--- src/logic/edge_irq_pkg.sv ---
// shared constants and carriers of the edge interrupt unit
package edge_irq_pkg;
  localparam int unsigned key_count = 8;
  localparam int unsigned ext_count = 3;
  localparam int unsigned addr_w = 4;

  // register offsets
  localparam logic [3:0] key_input_enable_off = 4'h0;
  localparam logic [3:0] key_edge_status_off = 4'h1;
  localparam logic [3:0] ext_irq_enable_clear_off = 4'h2;
  localparam logic [3:0] ext_irq_flags_off = 4'h3;
  localparam logic [3:0] irq_status_off = 4'h4;
  localparam logic [3:0] irq_mask_off = 4'h5;

  // field positions
  localparam int unsigned ext_en_lsb = 5;
  localparam int unsigned ext_test_bit = 4;
  localparam int unsigned ext_clr_lsb = 1;
  localparam int unsigned ext_flag_lsb = 1;

  // reset values
  localparam logic [7:0] key_enable_rst = 8'h00;
  localparam logic [2:0] ext_enable_rst = 3'h0;
  localparam logic [1:0] irq_mask_rst = 2'h0;
  localparam logic input_idle_rst = 1'b1;

  // summary status bit positions
  localparam int unsigned ev_key = 0;
  localparam int unsigned ev_ext = 1;

  typedef struct packed {
    logic [addr_w-1:0] addr;
    logic [7:0] wdata;
    logic wr;
    logic rd;
  } reg_req_t;

  typedef struct packed {
    logic key_req;
    logic [ext_count-1:0] ext_req;
    logic wake;
    logic irq;
  } irq_out_t;
endpackage

--- src/logic/fall_detect.sv ---
// synchronous falling edge detector for a group of inputs
`timescale 1ns/1ps
module fall_detect
  import edge_irq_pkg::*;
#(
  parameter int unsigned width = 8
) (
  input wire logic mclk,
  input wire logic sys_rst,
  input wire logic ce,
  input wire logic [width-1:0] pin,
  output logic [width-1:0] fall
);
  typedef struct packed {
    logic [width-1:0] prev;
  } fd_state_t;

  fd_state_t st_q;
  fd_state_t st_d;

  // idle high so that reset release alone gives no edge
  always_comb begin
    st_d = st_q;
    st_d.prev = pin;
  end

  always_ff @(posedge mclk) begin
    if (sys_rst) begin
      st_q.prev <= {width{input_idle_rst}};
    end else if (ce) begin
      st_q <= st_d;
    end
  end

  assign fall = st_q.prev & ~pin;
endmodule

--- src/logic/flag_bank.sv ---
// sticky edge flags with set winning over clear
`timescale 1ns/1ps
module flag_bank
#(
  parameter int unsigned width = 8
) (
  input wire logic mclk,
  input wire logic sys_rst,
  input wire logic ce,
  input wire logic [width-1:0] set,
  input wire logic [width-1:0] clr,
  output logic [width-1:0] flags
);
  typedef struct packed {
    logic [width-1:0] f;
  } fb_state_t;

  fb_state_t st_q;
  fb_state_t st_d;

  always_comb begin
    st_d = st_q;
    // an edge in the clearing cycle is kept
    st_d.f = (st_q.f & ~clr) | set;
  end

  always_ff @(posedge mclk) begin
    if (sys_rst) begin
      st_q.f <= '0;
    end else if (ce) begin
      st_q <= st_d;
    end
  end

  assign flags = st_q.f;
endmodule

--- src/logic/edge_irq_unit.sv ---
// falling edge key and external interrupt unit with register port
//
// What this block does
// Eight key inputs each get a falling-edge detector, enable and flag.
// The key enable register holds one enable per key in bits 7..0.
// A falling edge on a key sets its status bit to 1.
// Reading the key status register clears its flags.
// A set key flag with its enable at 1 raises the key request.
// The key request also serves as a standby wake-up source.
// Software enables the key port input path before using key interrupts.
// Software never reads key status with read-modify-write instructions.
// Three external inputs each give an independent request line.
// External enables sit in bits 7..5, highest input at bit 7.
// Software always writes 0 to enable register bit 4.
// Bits 3..1 of the enable register clear flags on 0 and read as 1.
// The external flag register holds edge flags in bits 3..1.
// An external edge sets its flag; a request leaves only when enabled.
// External requests also serve as standby wake-up sources.
// Software clears an external flag before enabling its input.
// Requests are levels of flag and enable; flags stay until cleared.
//
// Strobed register access and the register addresses were left to the implementer.
`timescale 1ns/1ps
module edge_irq_unit
  import edge_irq_pkg::*;
(
  input wire logic mclk,
  input wire logic sys_rst,
  input wire logic ce,
  input wire logic [key_count-1:0] key_input_pins,
  input wire logic [ext_count-1:0] ext_irq_inputs,
  input wire logic [addr_w-1:0] reg_addr,
  input wire logic [7:0] reg_wdata,
  input wire logic reg_wr,
  input wire logic reg_rd,
  output logic [7:0] reg_rdata,
  output logic key_irq_req,
  output logic [ext_count-1:0] ext_irq_req,
  output logic wake_req,
  output logic irq
);
  typedef struct packed {
    logic [key_count-1:0] key_enable_bits;
    logic [ext_count-1:0] ext_irq_enable_bits;
    logic test_ctl;
    logic [1:0] ev_status;
    logic [1:0] ev_mask;
    logic [7:0] rdata;
    irq_out_t out;
  } unit_state_t;

  unit_state_t st_q;
  unit_state_t st_d;

  reg_req_t req;
  logic [key_count-1:0] key_fall;
  logic [ext_count-1:0] ext_fall;
  logic [key_count-1:0] key_edge_flags;
  logic [ext_count-1:0] ext_request_flags;
  logic [key_count-1:0] key_clr;
  logic [ext_count-1:0] ext_clr;
  logic rd_ev_status;

  function automatic logic hit(input reg_req_t r, input logic [3:0] off);
    hit = (r.addr == off);
  endfunction

  // next flag value; an edge in the clearing cycle wins
  function automatic logic [key_count-1:0] key_next(
    input logic [key_count-1:0] cur,
    input logic [key_count-1:0] clr,
    input logic [key_count-1:0] set
  );
    key_next = (cur & ~clr) | set;
  endfunction

  function automatic logic [ext_count-1:0] ext_next(
    input logic [ext_count-1:0] cur,
    input logic [ext_count-1:0] clr,
    input logic [ext_count-1:0] set
  );
    ext_next = (cur & ~clr) | set;
  endfunction

  function automatic logic key_any(
    input logic [key_count-1:0] flags,
    input logic [key_count-1:0] en
  );
    key_any = |(flags & en);
  endfunction

  function automatic logic ext_any(
    input logic [ext_count-1:0] flags,
    input logic [ext_count-1:0] en
  );
    ext_any = |(flags & en);
  endfunction

  function automatic logic [ext_count-1:0] ext_level(
    input logic [ext_count-1:0] flags,
    input logic [ext_count-1:0] en
  );
    ext_level = flags & en;
  endfunction

  // clear strobes keep no state, so they always read as ones
  function automatic logic [7:0] enable_view(
    input logic [ext_count-1:0] en,
    input logic test
  );
    enable_view = {en, test, 3'h7, 1'b0};
  endfunction

  // unused upper bits and the test bit read as zero
  function automatic logic [7:0] flag_view(
    input logic [ext_count-1:0] flags
  );
    flag_view = {4'h0, flags, 1'b0};
  endfunction

  function automatic logic [7:0] summary_view(
    input logic [1:0] bits
  );
    summary_view = {6'h00, bits};
  endfunction

  // a read clears the summary, an event in the same cycle survives
  function automatic logic [1:0] status_next(
    input logic [1:0] cur,
    input logic rd_clr,
    input logic [1:0] set
  );
    status_next = (rd_clr ? 2'h0 : cur) | set;
  endfunction

  function automatic logic irq_level(
    input logic [1:0] status,
    input logic [1:0] mask
  );
    irq_level = |(status & mask);
  endfunction

  // decoded strobes shared by the flag clears
  logic rd_key_st;
  logic wr_ext_ctl;

  assign rd_key_st = req.rd && hit(req, key_edge_status_off);
  assign wr_ext_ctl = req.wr && hit(req, ext_irq_enable_clear_off);

  assign req = '{addr: reg_addr, wdata: reg_wdata, wr: reg_wr, rd: reg_rd};

  fall_detect #(.width(key_count)) u_key_fall (
    .mclk(mclk),
    .sys_rst(sys_rst),
    .ce(ce),
    .pin(key_input_pins),
    .fall(key_fall)
  );

  fall_detect #(.width(ext_count)) u_ext_fall (
    .mclk(mclk),
    .sys_rst(sys_rst),
    .ce(ce),
    .pin(ext_irq_inputs),
    .fall(ext_fall)
  );

  // read side effect; software must not use bit ops here
  assign key_clr = {key_count{rd_key_st}};

  // clear strobes act on written zeros only
  assign ext_clr = wr_ext_ctl ?
    ~req.wdata[ext_clr_lsb +: ext_count] : '0;

  assign rd_ev_status = req.rd && hit(req, irq_status_off);

  flag_bank #(.width(key_count)) u_key_flags (
    .mclk(mclk),
    .sys_rst(sys_rst),
    .ce(ce),
    .set(key_fall),
    .clr(key_clr),
    .flags(key_edge_flags)
  );

  flag_bank #(.width(ext_count)) u_ext_flags (
    .mclk(mclk),
    .sys_rst(sys_rst),
    .ce(ce),
    .set(ext_fall),
    .clr(ext_clr),
    .flags(ext_request_flags)
  );

  always_comb begin
    logic [key_count-1:0] key_flags_n;
    logic [ext_count-1:0] ext_flags_n;
    logic [1:0] ev_set;
    key_flags_n = '0;
    ext_flags_n = '0;
    ev_set = '0;
    st_d = st_q;

    // read-only and unmapped indices ignore writes
    if (req.wr) begin
      unique case (req.addr)
        key_input_enable_off: begin
          st_d.key_enable_bits = req.wdata;
        end
        key_edge_status_off: begin
          st_d.key_enable_bits = st_q.key_enable_bits;
        end
        ext_irq_enable_clear_off: begin
          st_d.ext_irq_enable_bits =
            req.wdata[ext_en_lsb +: ext_count];
          // held only for readback; it steers nothing
          st_d.test_ctl = req.wdata[ext_test_bit];
        end
        ext_irq_flags_off: begin
          st_d.ext_irq_enable_bits = st_q.ext_irq_enable_bits;
        end
        irq_status_off: begin
          st_d.ev_status = st_q.ev_status;
        end
        irq_mask_off: begin
          st_d.ev_mask = req.wdata[1:0];
        end
        default: begin
        end
      endcase
    end

    // read data stand for one cycle and are zero otherwise
    st_d.rdata = 8'h00;
    if (req.rd) begin
      unique case (req.addr)
        key_input_enable_off: begin
          st_d.rdata = st_q.key_enable_bits;
        end
        key_edge_status_off: begin
          st_d.rdata = key_edge_flags;
        end
        ext_irq_enable_clear_off: begin
          st_d.rdata = enable_view(st_q.ext_irq_enable_bits,
            st_q.test_ctl);
        end
        ext_irq_flags_off: begin
          st_d.rdata = flag_view(ext_request_flags);
        end
        irq_status_off: begin
          st_d.rdata = summary_view(st_q.ev_status);
        end
        irq_mask_off: begin
          st_d.rdata = summary_view(st_q.ev_mask);
        end
        default: begin
          st_d.rdata = 8'h00;
        end
      endcase
    end

    // flags as they stand after this cycle
    key_flags_n = key_next(key_edge_flags, key_clr, key_fall);
    ext_flags_n = ext_next(ext_request_flags, ext_clr, ext_fall);

    // level requests follow flag and enable, not the edge itself
    st_d.out.key_req =
      key_any(key_flags_n, st_d.key_enable_bits);
    st_d.out.ext_req =
      ext_level(ext_flags_n, st_d.ext_irq_enable_bits);
    st_d.out.wake = st_d.out.key_req |
      ext_any(ext_flags_n, st_d.ext_irq_enable_bits);

    // summary events count only edges that arrive while enabled
    ev_set[ev_key] = key_any(key_fall, st_d.key_enable_bits);
    ev_set[ev_ext] = ext_any(ext_fall, st_d.ext_irq_enable_bits);
    st_d.ev_status = status_next(st_q.ev_status, rd_ev_status, ev_set);
    st_d.out.irq = irq_level(st_d.ev_status, st_d.ev_mask);
  end

  always_ff @(posedge mclk) begin
    if (sys_rst) begin
      st_q.key_enable_bits <= key_enable_rst;
      st_q.ext_irq_enable_bits <= ext_enable_rst;
      st_q.test_ctl <= 1'b0;
      st_q.ev_status <= 2'h0;
      st_q.ev_mask <= irq_mask_rst;
      st_q.rdata <= 8'h00;
      st_q.out.key_req <= 1'b0;
      st_q.out.ext_req <= '0;
      st_q.out.wake <= 1'b0;
      st_q.out.irq <= 1'b0;
    end else if (ce) begin
      // a low enable freezes every field, outputs included
      st_q <= st_d;
    end
  end

  assign reg_rdata = st_q.rdata;
  assign key_irq_req = st_q.out.key_req;
  assign ext_irq_req = st_q.out.ext_req;
  assign wake_req = st_q.out.wake;
  assign irq = st_q.out.irq;
endmodule

--- config.mk ---
export PLATFORM = sky130hd
export DESIGN_NAME = edge_irq_unit
export DESIGN_NICKNAME = d
export VERILOG_FILES = /design/src/logic/edge_irq_pkg.sv /design/src/logic/fall_detect.sv /design/src/logic/flag_bank.sv /design/src/logic/edge_irq_unit.sv
export SDC_FILE = /design/constraint.sdc
export NUM_CORES = 1
export LEC_CHECK = 0
export ABC_AREA = 1
export BUFFER_PORTS_ARGS = -buffer_cell sky130_fd_sc_hd__buf_2
export CAP_MARGIN = 20
export CORE_ASPECT_RATIO = 0.9
export CORE_MARGIN = 3
export CORE_UTILIZATION = 35
export CTS_BUF_LIST = sky130_fd_sc_hd__clkbuf_16
export DETAILED_ROUTE_END_ITERATION = 12
export PLACE_DENSITY = 0.61
export SYNTH_ARGS = -nofsm -noshare
export SYNTH_HDL_FRONTEND = slang
export SYNTH_SLANG_ARGS = --single-unit
--- constraint.sdc ---
create_clock -name mclk -period 1.4 [get_ports mclk]
set_input_delay 0.07 -clock mclk [delete_from_list [all_inputs] [get_ports mclk]]
set_output_delay 0.07 -clock mclk [all_outputs]
set_load 0.005 [all_outputs]
# --- Word level (Yosys, flattened, before mapping) ---
# Cells that the tools add are included.
classes:
  eq_ne: 5
  mux: 9
  n_bitwise: 18
  reduce_logical: 10
op_table:
  columns: ["operator", "n"]
  rows:
  - ["$pmux W8 S6", 1]
  - ["$and A8 B8 Y8", 4]
  - ["$mux W16", 1]
  - ["$mux W8", 2]
  - ["$not A8 Y8", 2]
  - ["$reduce_or A8 Y1", 2]
  - ["$and A3 B3 Y3", 4]
  - ["$not A3 Y3", 3]
  - ["$eq A4 B2 Y1 const B", 2]
  - ["$eq A4 B3 Y1 const B", 2]
  - ["$or A8 B8 Y8", 1]
  - ["$mux W3", 2]
  - ["$reduce_or A3 Y1", 2]
  - ["$eq A4 B1 Y1 const B", 1]
  - ["$logic_not A4 Y1", 1]
  - ["$mux W2", 2]
  - ["$logic_and A1 B1 Y1", 3]
  - ["$or A3 B3 Y3", 1]
  - ["$reduce_and A3 Y1", 1]
  - ["$and A2 B2 Y2", 1]
  - ["$or A2 B2 Y2", 1]
  - ["$reduce_or A2 Y1", 1]
  - ["$mux W1", 1]
  - ["$or A1 B1 Y1", 1]
totals:
  reg_bits: 52
  in_bits: 28
  output_inout_bits: 14
  elab_cells: 56

# --- Depth between registers and ports, before layout ---
logic_depth:
  ltp_word: 9
  ltp_mapped: 11

# --- Modules after synthesis ---
# A second synthesis with hierarchy kept.
hier_totals:
  hier_cells: 438
  hier_area_um2: 2885.3
by_module_without_submodules:
  columns: ["mod", "instances", "cells_per_inst", "area_per_inst_um2"]
  rows:
  - ["edge_irq_unit", 1, 309, 1988.2]
  - ["fall_detect (u_key_fall)", 1, 51, 339.1]
  - ["flag_bank (u_key_flags)", 1, 43, 321.6]
  - ["fall_detect (u_ext_fall)", 1, 20, 127.6]
  - ["flag_bank (u_ext_flags)", 1, 15, 108.9]

# --- Least setup slack after synthesis ---
# Ideal clock, no wire load.
synth_path:
  path_type: "input to register"
  from: "input reg_addr[1]"
  to: "register st_q (netlist bit key_irq_req)"
  setup_time_ps: 113
  arrival_time_ps: 991
  required_time_ps: 1287
  slack_ps: 295
  cell_stages: 10
  n_path_buf: 1
  path_cell_list: "nor2_2 > buf_6 > nand4_1 > and2_1 > nand2_1 > nand2_1 > nor2_1 > nand2_1 > o21ai_1 > inv_1"
synth_between:
  elab_chain_len: 7
synth_lines:
  columns: ["element", "line_no", "rtl"]
  rows:
  - ["from (decl)", "edge_irq_unit.sv:32", "input wire logic [addr_w-1:0] reg_addr,"]
  - ["$eq A4 B1 Y1", "edge_irq_unit.sv:65", "hit = (r.addr == off);"]
  - ["$logic_and A1 B1 Y1", "edge_irq_unit.sv:147", "assign rd_key_st = req.rd && hit(req, key_edge_status_off);"]
  - ["$not A8 Y8", "edge_irq_unit.sv:74", "key_next = (cur & ~clr) | set;"]
  - ["$and A8 B8 Y8", "edge_irq_unit.sv:74", null]
  - ["$or A8 B8 Y8", "edge_irq_unit.sv:74", null]
  - ["$and A8 B8 Y8 *", "edge_irq_unit.sv:89", "key_any = |(flags & en);"]
  - ["$reduce_or A8 Y1 *", "edge_irq_unit.sv:89", null]
  - ["to (signal assigned)", "edge_irq_unit.sv:295", "st_q <= st_d;"]
  - ["to (decl)", "edge_irq_unit.sv:52", "unit_state_t st_q;"]
# Every way passes the cells marked *; elsewhere a longest branch is shown, timed or not.
# A chain may end at the register's enable or synchronous reset.

# --- Worst setup path in the final report ---
layout_path:
  from: "input reg_addr[3]"
  to: "register st_q (netlist bit key_irq_req)"
# Same word-level chain as after synthesis.

==> results.txt <==
Entering global routing, the biggest net connects 44 pins. The endpoint type of the worst setup path is a flop. The routed design has around 7500 um of wire.

The die extent in y came out at 90.6 um. The post-synthesis simple-gate area fraction came out at 23.5%. By area the synthesized netlist is led by sky130_fd_sc_hd__dfxtp_1 37%, sky130_fd_sc_hd__inv_1 9.6%, sky130_fd_sc_hd__o21ai_0 9.5%.

The via-per-instance ratio is between 5 and 6. The maximum single-stage delay on the critical path is around 0.25 ns. The leakage power summed over all cells came out at 1.64 nW. For this run, the total global-route usage over all layers was measured as 17.1%. The power per cell area came out at roughly 1000 mW/mm^2. For this run, asynchronously set or reset flops after synthesis account for 0%.

By area, the combinational part of the netlist is dominated by simple AND/OR/NAND/NOR gates. In this run the critical register-to-register path is captured at irq. The number of buffers inserted by hold repair at cts is 0. The end point of the most critical hold path is u_key_fall.st_q[4]. The iteration-0 DRC count of the detailed router came out at around 170. Clock-pin slew was measured on the worst setup and hold paths at roughly 0.070 ns.

The clock passes through at most 2 buffers. The number of antenna violations at the first check in global routing came to 0. For this run, the number of Yosys warnings is 0. Clock tree synthesis inserted a total of 5 buffers.

The layout overhead on the synthesized area came out at 16.1%. The critical path is of the input pin to flop type. Port buffering added 41 buffers. The first-pass GRT wire length is about 13000 um. The most common flop cell mapped by yosys is sky130_fd_sc_hd__dfxtp_1. In this run the worst setup path begins at reg_addr[3]. For the worst-skew pair, the clock arrives at the later sink with an insertion delay of approximately 0.29 ns.

The largest total area in the synthesized netlist belongs to sky130_fd_sc_hd__dfxtp_1. The setup-violating endpoint count in the final report is 0. For this run, the post-layout net count is 480. The max-slew headroom at the worst pin is between 70% and 80%. The deepest level of the CTS H-tree came out at 2. Each instance of the synthesized netlist takes up on average between 6 and 7 um^2. The achievable clock frequency is 786 MHz. The required time of the critical path came out at ~1.6 ns. The count of boundary I/O pins came out at 42. The root cell of the clock tree is sky130_fd_sc_hd__clkbuf_16. The startpoint of the worst register-to-register path is u_key_fall.st_q[4]. The most repeated library cell on the critical path is sky130_fd_sc_hd__nand2_1.

The register bit total from synthesis is between 50 and 60. The adder and majority cell fraction of the synthesized area came out at 0%. The summed negative setup slack over all endpoints came out at 0 ns. The portion of synthesized area spent on multiplexers is 0%.

The synthesized design contains 0 enable-type register cells. The cell count after synthesis is around 410. The min-delay analysis places its worst path in the category input pin to flop. Leaving out fill and tap cells, the most frequent cell in the layout is sky130_fd_sc_hd__inv_1.

On the final layout, the worst clock skew is roughly 0.0055 ns. TritonCTS built the clock tree. The arrival time reported for the critical path endpoint came out at between 1 and 1.5 ns. The final clock period utilization by the worst path came out at 90.9%.

The floorplan has 30 rows. The number of nets with antenna violations after detailed routing is 0. The distinct cell type count of the synthesized netlist is 27.

The via count of the first global-routing pass is about 2600. The share of post-route cells with drive strength above 1 came out at between 10% and 20%. The share of the core filled with cells is 42.4%.

The hold violation total from the final report is 0. In this run the cell area of the synthesized design comes to about 0.0028 mm^2. The total of max-cap violations came out at 0. The HPWL after detailed placement is approximately 5500 um. The die footprint came out at between 0.009 and 0.01 mm^2.

For the pin with the worst max-slew slack, the measured transition is between 0.3 and 0.4 ns. Summing the areas of all xor and xnor instances in the mapped netlist gives 0% of the synthesized area. The final period demand of the worst path came out at roughly 1.3 ns. The total core area is ~0.0076 mm^2. The peak supply drop is ~0.45 mV. The first TritonRoute pass finished after 5 iterations.

In this run the worst path has a maximum fanout of 16. The signal on the critical path passes through buf_2 -> nor2_8 -> nand2_4 -> nor2_4 -> o22ai_1 -> nand2_1 -> nand2_1 -> nor2_2 -> nand2_1 -> o21ai_1 -> inv_1. The critical path's top delay family is simple AND/OR/NAND/NOR gates. The count of unresolved DRC violations after routing is 0. The post-synth net total is between 400 and 500. The placer congestion estimate is around 0.96. For this run the aggregate overflow at the end of global routing stands at 0. The internal reg-to-reg setup slack is ~0.13 ns. The number of cells on the worst hold path came out at 3. STA classifies the critical path startpoint as an input pin.

The largest individual stage delay along the critical path comes from the cell sky130_fd_sc_hd__nor2_8. The flow ran to the end, and the final reports show no timing, DRC or antenna violations. After filler insertion, the fill cell instance count of the layout stands at 800. The number of antenna diodes is 0. The post-synthesis compound-gate area fraction is between 20% and 30%.

Summing over every cut layer, the via total after detailed routing is 2754. Once the floorplan was initialized, standard cells occupied approximately 37% of the core. The floorplan step set the die width to about 100 um. The worst hold path begins at key_input_pins[4].

The clock sink total came out at between 50 and 60. After synthesis, the largest area contributor takes up 37.4% of total cell area. The number of cells on the worst reg-to-reg path is 7. The total count of max-transition violations in the final report came out at 0. The share of synthesized area occupied by flip-flops and latches came out at between 30% and 40%.

The total buffers and inverters traversed by the critical path came out at 2. The post-detailed-route wirelength per cell came out at ~14 um. The library cells used most frequently in the layout, excluding fill and tap cells, are 72 x sky130_fd_sc_hd__inv_1, 59 x sky130_fd_sc_hd__nand2_1, 53 x sky130_fd_sc_hd__o21ai_0.
-- worst reg2reg max path: cells and delay by family (launching register included) --
family / cells / cell delay (ns)
AOI/OAI and AO/OA: 1 / 0.14
buffers and inverters: 1 / 0.04
DFF: 1 / 0.31
and+or+nand+nor: 5 / 0.72
-- per-layer routing --
layer,vias up,global-route usage (%),part of all wire (%)
li1,1406,-,-
met1,1241,25.3,51
met2,93,24.8,41
met3,14,3.71,6.2
met4,0,4.60,1.6
met5,-,0,0
-- worst max-delay path by stage --
stage / to / slack [ns] / cells after the start
after floorplan: key_irq_req / 0.30 / 10
after global placement: key_irq_req / -0.09 / 11
after detailed placement: key_irq_req / -0.14 / 11
after CTS: irq / 0.12 / 7
after global routing: key_irq_req / -0.0008 / 11
final: key_irq_req / 0.13 / 11
-- per-stage QoR --
| stage | std cells | power (mW) | hold WS (ns) | area [um^2] | setup WS (ns) |
|---|---|---|---|---|---|
| floorplan | 414 | 1.98 | 0.192 | 2790 | 0.295 |
| global placement | 541 | 2.16 | 0.295 | 3090 | -0.0949 |
| detailed placement | 541 | 2.17 | 0.304 | 3090 | -0.144 |
| CTS | 549 | 3.33 | 0.00105 | 3230 | 0.121 |
| global route | 549 | 3.48 | 0.0315 | 3230 | -0.000811 |
| finish | 549 | 3.31 | 0.00296 | 3230 | 0.128 |
-- logic make-up (layout without fill, tap and decap cells) --
kind of cell,after synthesis,in the layout
simple gates,139,139
buf+inv,101,140
compound gates,122,122
flops,52,52
-- where the power goes --
part | leakage [nW] | switching (mW) | internal (mW) | total [mW]
clock | 0.0738 | 0.521 | 0.645 | 1.17
sequential | 0.429 | 0.0322 | 1.56 | 1.60
combinational | 1.14 | 0.349 | 0.203 | 0.552
total | 1.64 | 0.901 | 2.41 | 3.31
-- final cells by class --
cell class	count	area [um^2]	area share (%)
Clock buffer	5	125	3.87
Clock inverter	3	11.3	0.348
Inverter	73	274	8.48
Multi-Input combinational cell	261	1310	40.5
Sequential cell	52	1040	32.2
Tap cell	96	120	3.72
Timing Repair Buffer	59	353	10.9
-- synth_stat cells (3+ instances only) --
cell	instances
sky130_fd_sc_hd__o21ai_0	53
sky130_fd_sc_hd__dfxtp_1	52
sky130_fd_sc_hd__inv_1	71
sky130_fd_sc_hd__nand4_1	10
sky130_fd_sc_hd__buf_4	12
sky130_fd_sc_hd__nand3_1	17
sky130_fd_sc_hd__nor2_1	35
sky130_fd_sc_hd__o21ai_1	5
sky130_fd_sc_hd__and2_1	8
sky130_fd_sc_hd__nand2_1	59
sky130_fd_sc_hd__clkbuf_1	12
sky130_fd_sc_hd__o22ai_1	13
sky130_fd_sc_hd__nor2_4	3
sky130_fd_sc_hd__a21oi_1	46
-- timing repair --
| action | 4_1_cts | 5_1_grt |
|---|---|---|
| gates resized for setup | 0 | 3 |
| endpoints found under the setup margin | 0 | 2 |
| setup buffers | 0 | 0 |
-- sequential cells by signal, indices dropped and copies added (netlist names) --
register / cells
u_ext_fall.st_q: 3
u_key_flags.flags: 8
st_q: 16
reg_rdata: 8
u_key_fall.st_q: 8
irq: 1
u_ext_flags.flags: 3
ext_irq_req: 3
key_irq_req: 1
wake_req: 1
No activity file was read; power rests on OpenSTA's default activity.
